$ cat config.mk
export PLATFORM = sky130hd
export DESIGN_NAME = wake_input_monitor
export DESIGN_NICKNAME = d
export VERILOG_FILES = /design/src/hw/wake_pkg.sv /design/src/hw/wake_input_monitor.sv
export SDC_FILE = /design/constraint.sdc
export NUM_CORES = 1
export LEC_CHECK = 0
export BUFFER_PORTS_ARGS = -buffer_cell sky130_fd_sc_hd__buf_4
export CAP_MARGIN = 20
export CORE_MARGIN = 1.5
export CORE_UTILIZATION = 41
export CTS_BUF_LIST = sky130_fd_sc_hd__clkbuf_8 sky130_fd_sc_hd__clkbuf_16
export DETAILED_ROUTE_END_ITERATION = 7
export GPL_TIMING_DRIVEN = 0
export SLEW_MARGIN = 10
export SYNTH_ARGS = -nofsm -noshare
export SYNTH_HDL_FRONTEND = slang
export SYNTH_SLANG_ARGS = --single-unit
export TNS_END_PERCENT = 1
$ cat constraint.sdc
create_clock -name clock_in -period 3.3 [get_ports clock_in]
set_input_delay 0.495 -clock clock_in [delete_from_list [all_inputs] [get_ports clock_in]]
set_output_delay 0.495 -clock clock_in [all_outputs]
set_load 0.005 [all_outputs]
$ cat src/hw/wake_pkg.sv
package wake_pkg;

  // ****************************************
  // register map (byte addresses)
  // ****************************************
  localparam logic [7:0] CTRL_ADDR = 8'h00;
  localparam logic [7:0] STAT_ADDR = 8'h04;
  localparam logic [7:0] LVL_ADDR = 8'h08;

  // control register fields
  localparam int EN_BIT = 0;
  localparam int CYC_BIT = 1;
  localparam int MOD_BIT = 2;
  localparam int PLO_BIT = 3;
  localparam int PHI_BIT = 4;
  localparam logic [31:0] CTRL_RST = 32'h0000_0000;

  // status / level fields
  localparam int FLAG_BIT = 0;
  localparam int LVL_BIT = 0;

  // ****************************************
  // timing
  // ****************************************
  localparam int CLK_MHZ = 25;
  localparam int FILT_US = 16;
  localparam int FILT_CYC = FILT_US * CLK_MHZ;
  localparam int INT_US = 100;
  localparam int INT_CYC = INT_US * CLK_MHZ;
  localparam int INTD_US = 100;
  localparam int INTD_CYC = INTD_US * CLK_MHZ;
  localparam int CYC_PERIOD = 1000;
  localparam int CYC_ACTIVE = 500;

  localparam logic [1:0] RESP_OKAY = 2'b00;
  localparam logic [1:0] RESP_SLVERR = 2'b10;

  // device modes supplied by the mode controller
  typedef enum logic [3:0] {
    MODE_NORMAL = 4'b0001,
    MODE_STOP = 4'b0010,
    MODE_SLEEP = 4'b0100,
    MODE_FAILSAFE = 4'b1000
  } dev_mode_e;

  // interrupt pulse generator states
  typedef enum logic [2:0] {
    INT_IDLE = 3'b001,
    INT_LOW = 3'b010,
    INT_GAP = 3'b100
  } int_state_e;

  typedef struct packed {
    logic pull_up;
    logic pull_dn;
  } pull_s;

endpackage : wake_pkg

$ cat src/hw/wake_input_monitor.sv
// Functional notes
// - both pin edges count as events
// - normal or stop mode raises interrupt
// - sleep mode wakes device
// - stop mode pin selects pfm or pwm
// - modulation selector bypasses filter delay
// - static sense monitors pin continuously
// - cyclic sense samples only during window
// - changes accepted after sixteen microseconds stable
// - software enables wake capability
// - live level readable in normal, stop
// - enable bit gates wake and interrupt
// - fail-safe transition requests restart mode
// - pin wake sets sticky source flag
// - pull select decode none, down, up, auto
// - auto mode follows detected pin level
// - interrupt low pulse one hundred microseconds
// - interrupt only when wake enabled
// - level status never causes interrupt
// - flags held until software clears
//
// Design decisions made here: register access over AXI4-Lite and the register offsets.
`timescale 1ns/1ps
module wake_input_monitor #(
  parameter int FILT_CYCLES = wake_pkg::FILT_CYC,
  parameter int INT_CYCLES = wake_pkg::INT_CYC,
  parameter int INTD_CYCLES = wake_pkg::INTD_CYC,
  parameter int CYC_PERIOD = wake_pkg::CYC_PERIOD,
  parameter int CYC_ACTIVE = wake_pkg::CYC_ACTIVE
) (
  input wire logic clock_in,
  input wire logic nrst_in,
  input wire logic wake_pin_in,
  input wire wake_pkg::dev_mode_e mode_in,
  output logic wake_request_out,
  output logic restart_request_out,
  output logic int_n_out,
  output logic buck_pwm_out,
  output wake_pkg::pull_s pull_out,
  input wire logic [7:0] s_axi_awaddr,
  input wire logic s_axi_awvalid,
  output logic s_axi_awready,
  input wire logic [31:0] s_axi_wdata,
  input wire logic [3:0] s_axi_wstrb,
  input wire logic s_axi_wvalid,
  output logic s_axi_wready,
  output logic [1:0] s_axi_bresp,
  output logic s_axi_bvalid,
  input wire logic s_axi_bready,
  input wire logic [7:0] s_axi_araddr,
  input wire logic s_axi_arvalid,
  output logic s_axi_arready,
  output logic [31:0] s_axi_rdata,
  output logic [1:0] s_axi_rresp,
  output logic s_axi_rvalid,
  input wire logic s_axi_rready
);

  // ****************************************
  // control register and bus slave
  // ****************************************
  logic [31:0] ctrl_r;
  logic flag_r;
  logic aw_hold_r;
  logic w_hold_r;
  logic [7:0] awaddr_r;
  logic [31:0] wdata_r;
  logic [3:0] wstrb_r;
  logic wr_go;
  logic wr_ctrl;
  logic wr_stat_clr;
  logic event_qual;

  assign s_axi_awready = !aw_hold_r && !s_axi_bvalid;
  assign s_axi_wready = !w_hold_r && !s_axi_bvalid;
  assign wr_go = aw_hold_r && w_hold_r && !s_axi_bvalid;
  assign wr_ctrl = wr_go && (awaddr_r == wake_pkg::CTRL_ADDR);
  assign wr_stat_clr = wr_go && (awaddr_r == wake_pkg::STAT_ADDR) && wstrb_r[0] &&
    wdata_r[wake_pkg::FLAG_BIT];

  always_ff @(posedge clock_in or negedge nrst_in) begin
    if (!nrst_in) begin
      aw_hold_r <= 1'b0;
      w_hold_r <= 1'b0;
      awaddr_r <= 8'h00;
      wdata_r <= 32'h0000_0000;
      wstrb_r <= 4'h0;
      s_axi_bvalid <= 1'b0;
      s_axi_bresp <= wake_pkg::RESP_OKAY;
    end else begin
      if (s_axi_awvalid && s_axi_awready) begin
        aw_hold_r <= 1'b1;
        awaddr_r <= s_axi_awaddr;
      end
      if (s_axi_wvalid && s_axi_wready) begin
        w_hold_r <= 1'b1;
        wdata_r <= s_axi_wdata;
        wstrb_r <= s_axi_wstrb;
      end
      if (wr_go) begin
        aw_hold_r <= 1'b0;
        w_hold_r <= 1'b0;
        s_axi_bvalid <= 1'b1;
        if (awaddr_r == wake_pkg::CTRL_ADDR || awaddr_r == wake_pkg::STAT_ADDR ||
            awaddr_r == wake_pkg::LVL_ADDR) begin
          s_axi_bresp <= wake_pkg::RESP_OKAY;
        end else begin
          s_axi_bresp <= wake_pkg::RESP_SLVERR;
        end
      end else if (s_axi_bvalid && s_axi_bready) begin
        s_axi_bvalid <= 1'b0;
      end
    end
  end

  always_ff @(posedge clock_in or negedge nrst_in) begin
    if (!nrst_in) begin
      ctrl_r <= wake_pkg::CTRL_RST;
    end else if (wr_ctrl && wstrb_r[0]) begin
      ctrl_r[7:0] <= wdata_r[7:0];
    end
  end

  // sticky wake source flag, a new event beats a clear
  always_ff @(posedge clock_in or negedge nrst_in) begin
    if (!nrst_in) begin
      flag_r <= 1'b0;
    end else if (event_qual) begin
      flag_r <= 1'b1;
    end else if (wr_stat_clr) begin
      flag_r <= 1'b0;
    end
  end

  // ****************************************
  // pin synchroniser and filter
  // ****************************************
  logic sync1_r;
  logic sync2_r;
  logic filt_r;
  logic [15:0] filt_cnt_r;
  logic [15:0] cyc_cnt_r;
  logic window;
  logic edge_evt;
  logic level_vis;

  always_ff @(posedge clock_in or negedge nrst_in) begin
    if (!nrst_in) begin
      sync1_r <= 1'b0;
      sync2_r <= 1'b0;
    end else begin
      sync1_r <= wake_pin_in;
      sync2_r <= sync1_r;
    end
  end

  // cyclic sense: pin evaluated only in the first part of each period
  always_ff @(posedge clock_in or negedge nrst_in) begin
    if (!nrst_in) begin
      cyc_cnt_r <= 16'h0000;
    end else if (cyc_cnt_r == 16'(CYC_PERIOD - 1)) begin
      cyc_cnt_r <= 16'h0000;
    end else begin
      cyc_cnt_r <= cyc_cnt_r + 16'h0001;
    end
  end
  assign window = !ctrl_r[wake_pkg::CYC_BIT] || (cyc_cnt_r < 16'(CYC_ACTIVE));

  // level must differ from accepted level for the whole filter time
  always_ff @(posedge clock_in or negedge nrst_in) begin
    if (!nrst_in) begin
      filt_r <= 1'b0;
      filt_cnt_r <= 16'h0000;
    end else if (!window || sync2_r == filt_r) begin
      filt_cnt_r <= 16'h0000;
    end else if (filt_cnt_r == 16'(FILT_CYCLES - 1)) begin
      filt_r <= sync2_r;
      filt_cnt_r <= 16'h0000;
    end else begin
      filt_cnt_r <= filt_cnt_r + 16'h0001;
    end
  end

  assign edge_evt = window && (sync2_r != filt_r) && (filt_cnt_r == 16'(FILT_CYCLES - 1));
  assign event_qual = edge_evt && ctrl_r[wake_pkg::EN_BIT];

  // ****************************************
  // mode reaction
  // ****************************************
  logic int_fire;
  assign int_fire = event_qual && (mode_in == wake_pkg::MODE_NORMAL || mode_in == wake_pkg::MODE_STOP);

  always_ff @(posedge clock_in or negedge nrst_in) begin
    if (!nrst_in) begin
      wake_request_out <= 1'b0;
      restart_request_out <= 1'b0;
    end else begin
      wake_request_out <= event_qual && (mode_in == wake_pkg::MODE_SLEEP);
      restart_request_out <= event_qual && (mode_in == wake_pkg::MODE_FAILSAFE);
    end
  end

  // stop mode modulation selection uses synchronised level only
  always_ff @(posedge clock_in or negedge nrst_in) begin
    if (!nrst_in) begin
      buck_pwm_out <= 1'b0;
    end else if (ctrl_r[wake_pkg::MOD_BIT] && mode_in == wake_pkg::MODE_STOP) begin
      buck_pwm_out <= sync2_r;
    end else begin
      buck_pwm_out <= 1'b0;
    end
  end

  // pull current sources
  always_ff @(posedge clock_in or negedge nrst_in) begin
    if (!nrst_in) begin
      pull_out <= '0;
    end else begin
      case ({ctrl_r[wake_pkg::PHI_BIT], ctrl_r[wake_pkg::PLO_BIT]})
        2'b01: pull_out <= '{pull_up: 1'b0, pull_dn: 1'b1};
        2'b10: pull_out <= '{pull_up: 1'b1, pull_dn: 1'b0};
        2'b11: pull_out <= '{pull_up: sync2_r, pull_dn: !sync2_r};
        default: pull_out <= '0;
      endcase
    end
  end

  // ****************************************
  // interrupt pulse
  // ****************************************
  wake_pkg::int_state_e int_st_r;
  logic [15:0] int_cnt_r;
  logic int_pend_r;

  // level status feeds only the read path, never the interrupt
  always_ff @(posedge clock_in or negedge nrst_in) begin
    if (!nrst_in) begin
      int_st_r <= wake_pkg::INT_IDLE;
      int_cnt_r <= 16'h0000;
      int_pend_r <= 1'b0;
    end else begin
      if (int_fire) begin
        int_pend_r <= 1'b1;
      end
      case (int_st_r)
        wake_pkg::INT_IDLE: begin
          if (int_fire || int_pend_r) begin
            int_st_r <= wake_pkg::INT_LOW;
            int_pend_r <= 1'b0;
            int_cnt_r <= 16'h0000;
          end
        end
        wake_pkg::INT_LOW: begin
          if (int_cnt_r == 16'(INT_CYCLES - 1)) begin
            int_st_r <= wake_pkg::INT_GAP;
            int_cnt_r <= 16'h0000;
          end else begin
            int_cnt_r <= int_cnt_r + 16'h0001;
          end
        end
        wake_pkg::INT_GAP: begin
          if (int_cnt_r == 16'(INTD_CYCLES - 1)) begin
            int_st_r <= wake_pkg::INT_IDLE;
            int_cnt_r <= 16'h0000;
          end else begin
            int_cnt_r <= int_cnt_r + 16'h0001;
          end
        end
        default: int_st_r <= wake_pkg::INT_IDLE;
      endcase
    end
  end
  assign int_n_out = (int_st_r != wake_pkg::INT_LOW);

  // ****************************************
  // read channel
  // ****************************************
  assign level_vis = sync2_r && (mode_in == wake_pkg::MODE_NORMAL || mode_in == wake_pkg::MODE_STOP);
  assign s_axi_arready = !s_axi_rvalid;

  always_ff @(posedge clock_in or negedge nrst_in) begin
    if (!nrst_in) begin
      s_axi_rvalid <= 1'b0;
      s_axi_rdata <= 32'h0000_0000;
      s_axi_rresp <= wake_pkg::RESP_OKAY;
    end else if (s_axi_arvalid && s_axi_arready) begin
      s_axi_rvalid <= 1'b1;
      s_axi_rresp <= wake_pkg::RESP_OKAY;
      if (s_axi_araddr == wake_pkg::CTRL_ADDR) begin
        s_axi_rdata <= {24'h000000, ctrl_r[7:0]};
      end else if (s_axi_araddr == wake_pkg::STAT_ADDR) begin
        s_axi_rdata <= {31'h00000000, flag_r};
      end else if (s_axi_araddr == wake_pkg::LVL_ADDR) begin
        s_axi_rdata <= {31'h00000000, level_vis};
      end else begin
        s_axi_rdata <= 32'h0000_0000;
        s_axi_rresp <= wake_pkg::RESP_SLVERR;
      end
    end else if (s_axi_rvalid && s_axi_rready) begin
      s_axi_rvalid <= 1'b0;
    end
  end
endmodule : wake_input_monitor

==> insert_results.sql <==
INSERT INTO impl_metrics (metric_group, metric, value, unit) VALUES
('timing', 'worst_slew_pin_tran', '0.772', 'ns'),
('route', 'drt.antenna.violating_nets', '0', ''),
('worst_setup_path', 'worst-endpoint-arrival', '2.87', 'ns'),
('finish', 'layout_commonest_cell', 'sky130_fd_sc_hd__dfrtp_1', ''),
('finish', 'n_antenna_cell', '0', ''),
('pwr', 'power_frac_comb', '13.9', '%'),
('route', 'detailedRoute.firstIterationViolations', '213', ''),
('timing', 'post-route-period-util', '81.4', '%'),
('finish', 'most_frequent_cells_in_the_layout', '99 x sky130_fd_sc_hd__dfrtp_1, 84 x sky130_fd_sc_hd__buf_4, 44 x sky130_fd_sc_hd__nor2_1', ''),
('placement', 'routabilityCongestion', '0.822', ''),
('route', 'wl_per_cell', '13.7', 'microns'),
('worst_setup_path', 'timing.rr.end', 'int_cnt_r[13]', ''),
('flow_run', 'drv.max_cap_violation_count', '0', ''),
('worst_setup_path', 'cp-end-kind', 'flop', ''),
('clocking', 'cts-htree-levels', '3', ''),
('die', 'dieArea', '12300', 'sq um'),
('synth', 'yosysWarnings', '0', ''),
('worst_setup_path', 'cp.buffers_inverters', '3', ''),
('clocking', 'cts-buffers-inserted', '9', ''),
('run_status', 'status', 'finished, final reports clean', ''),
('synth', 'yosys.area_share.adder', '0.787', '%'),
('synth', 'top_cell_type_by_total_area_after_synthesis', 'sky130_fd_sc_hd__dfrtp_1', ''),
('worst_setup_path', 'worst_path_largest_cell_delay', '0.51', 'ns'),
('synth', 'synth_seq_cells', '100', ''),
('die', 'num_rows', '39', ''),
('timing', 'fmax', '372', 'MHz'),
('finish', 'final_layout_size_suffix_gt1_share', '25.0', '%'),
('global_routing', 'grt_antenna_before_repair', '0', ''),
('placement', 'placement.cell_area', '5500', 'sq um'),
('global_routing', 'gr-total-overflow', '0', ''),
('clocking', 'clkLatencyLatePin', '0.34', 'ns'),
('synth', 'post_synth_edffs', '0', ''),
('worst_setup_path', 'worstRegToRegCells', '9', ''),
('worst_setup_path', 'worst-r2r-setup-slack', '0.61', 'ns'),
('placement', 'placedCellCount', '677', ''),
('clocking', 'cts.sink_count', '100', ''),
('clocking', 'cts.repair_timing.setup_buffer_count', '0', ''),
('timing', 'setup_viol', '0', ''),
('clocking', 'tritoncts', 'built', ''),
('finish', 'final_design_area_no_fill', '5810', 'sq um'),
('global_routing', 'grt_start_max_net_pins', '54', ''),
('timing', 'report.final.hold_viol_count', '0', ''),
('worst_setup_path', 'criticalPathCategory', 'reg -> reg', ''),
('timing', 'maxSlewViolCount', '0', ''),
('global_routing', 'grt_pass1_vias', '3382', ''),
('worst_setup_path', 'critPathMaxFanout', '10', ''),
('synth', 'fraction_of_post_synthesis_cell_area_in_the_top_cell_type_by_area', '52.0', '%'),
('timing', 'setup_tns', '0', 'ns'),
('synth', 'simple_gate_portion_of_the_synthesized_area', '17.5', '%'),
('clocking', 'count_of_cells_resized_by_post_cts_repair', '0', ''),
('timing', 'slew-limit-headroom', '48.1', '%'),
('synth', 'synthArstFlopShare', '100', '%'),
('synth', 'seq_area_frac_synth', '52.5', '%'),
('worst_setup_path', 'critical_path.startpoint_type', 'flop', ''),
('global_routing', 'gr-usage-all-layers', '16.4', '%'),
('finish', 'fin_nets', '613', ''),
('synth', 'synth_mux_area_share', '6.12', '%'),
('worst_setup_path', 'worstPathCellList', 'ha_1 > or3b_2 > or4_1 > buf_2 > and2_1 > buf_6 > buf_4 > a21oi_1 > a41oi_1', ''),
('route', 'met2_length', '4500', 'microns'),
('pwr', 'sw_frac_of_total', '25.3', '%'),
('placement', 'placed_wire_length_estimate', '6700', 'microns'),
('clocking', 'cts-root-buf', 'sky130_fd_sc_hd__clkbuf_16', ''),
('die', 'die_h', '111', 'microns'),
('die', 'die_x', '111', 'microns'),
('pwr', 'post-layout-total-power', '2.98', 'mW'),
('hold_path', 'min_path_type', 'in -> async', ''),
('die', 'design.core.area', '11400', 'sq um'),
('route', 'routed.top_layer', 'met4', ''),
('pwr', 'pwr_density_cell', '513', 'nW/um^2'),
('die', 'floorplan.initialDensity', '41.9', '%'),
('route', 'avgViaCountPerCell', '5.06', '');
## worst max-delay path by stage
stage | start | end | slack, ns | cells after the start
CTS | int_cnt_r[1] | int_cnt_r[13] | 0.62 | 9
global placement | mode_in[1] | int_cnt_r[7] | 0.64 | 7
finish | int_cnt_r[1] | int_cnt_r[13] | 0.61 | 9
detailed placement | mode_in[1] | int_cnt_r[3] | 0.57 | 7
floorplan | int_cnt_r[1] | int_cnt_r[1] | 0.83 | 9
global route | int_cnt_r[1] | int_cnt_r[13] | 0.45 | 9
## cells in the mapped netlist (all sizes together) (5+ instances only)
cell type and instances:
a41oi 7, and3 9, xor2 13, nor2 44, nand4 7, nand2 39
nand3 23, inv 11, a21oi 23, nor4 10, nor3 8, xnor2 17
buf 31, o21ai 17, or4 5, a22o 8, mux2 25, dfrtp 99
clkbuf 9
## sequential cells by signal (all words and copies together) (netlist names), 2 cells and up
register / count
s_axi_rdata: 8
cyc_cnt_r: 16
wdata_r: 8
int_st_r: 3
awaddr_r: 8
pull_out: 2
ctrl_r: 8
filt_cnt_r: 16
int_cnt_r: 16
## worst reg2reg max path: cells and delay by family, from the launching register on
family	cells	cell delay [ns]
AOI/OAI and AO/OA	2	0.23
DFF	1	0.45
buffers and inverters	3	0.46
and+or+nand+nor	3	1.12
adders and majority gates	1	0.27
## layout make-up
cell class	instances	area (sq um)
fillers	1039	5560
flip-flops and latches	100	2500
multi-input cells	325	2040
repair buffers	59	460
plain buffers	40	279
clock buffers	9	225
well taps	143	179
clock inverters	7	80.1
inverters	11	41.3
## power by group through the flow
stage          sequential [mW]  combinational (mW)  clock, mW
3_3_place_gp              1.49               0.406          0
6_report                  1.48               0.413       1.08
3_5_place_dp              1.50               0.421          0
4_1_cts                   1.48               0.423       1.12
2_1_floorplan             1.47               0.262          0
5_1_grt                   1.50               0.470       1.18
## kinds of logic after synthesis
family | after synthesis
simple gates | 166
flops | 100
compound gates | 74
other cells | 1
mux | 26
xor+xnor | 30
fa+ha+maj | 3
buf+inv | 51
## stage by stage
step / worst slack [ns] / utilization (%) / hold slack, ns
2_1_floorplan: 0.831 / - / 0.199
3_3_place_gp: 0.637 / 48.1 / 0.339
3_5_place_dp: 0.569 / 48.3 / 0.337
4_1_cts: 0.622 / 51.0 / 0.226
5_1_grt: 0.452 / 51.1 / 0.242
6_report: 0.612 / 51.1 / 0.213
## layer usage
layer | GRT usage [%] | up-vias
met5 | 0 | -
met4 | 3.16 | 0
met3 | 5.25 | 4
met2 | 25.8 | 93
met1 | 22.4 | 1685
li1 | - | 1728
Power figures use the tool's default switching activity.
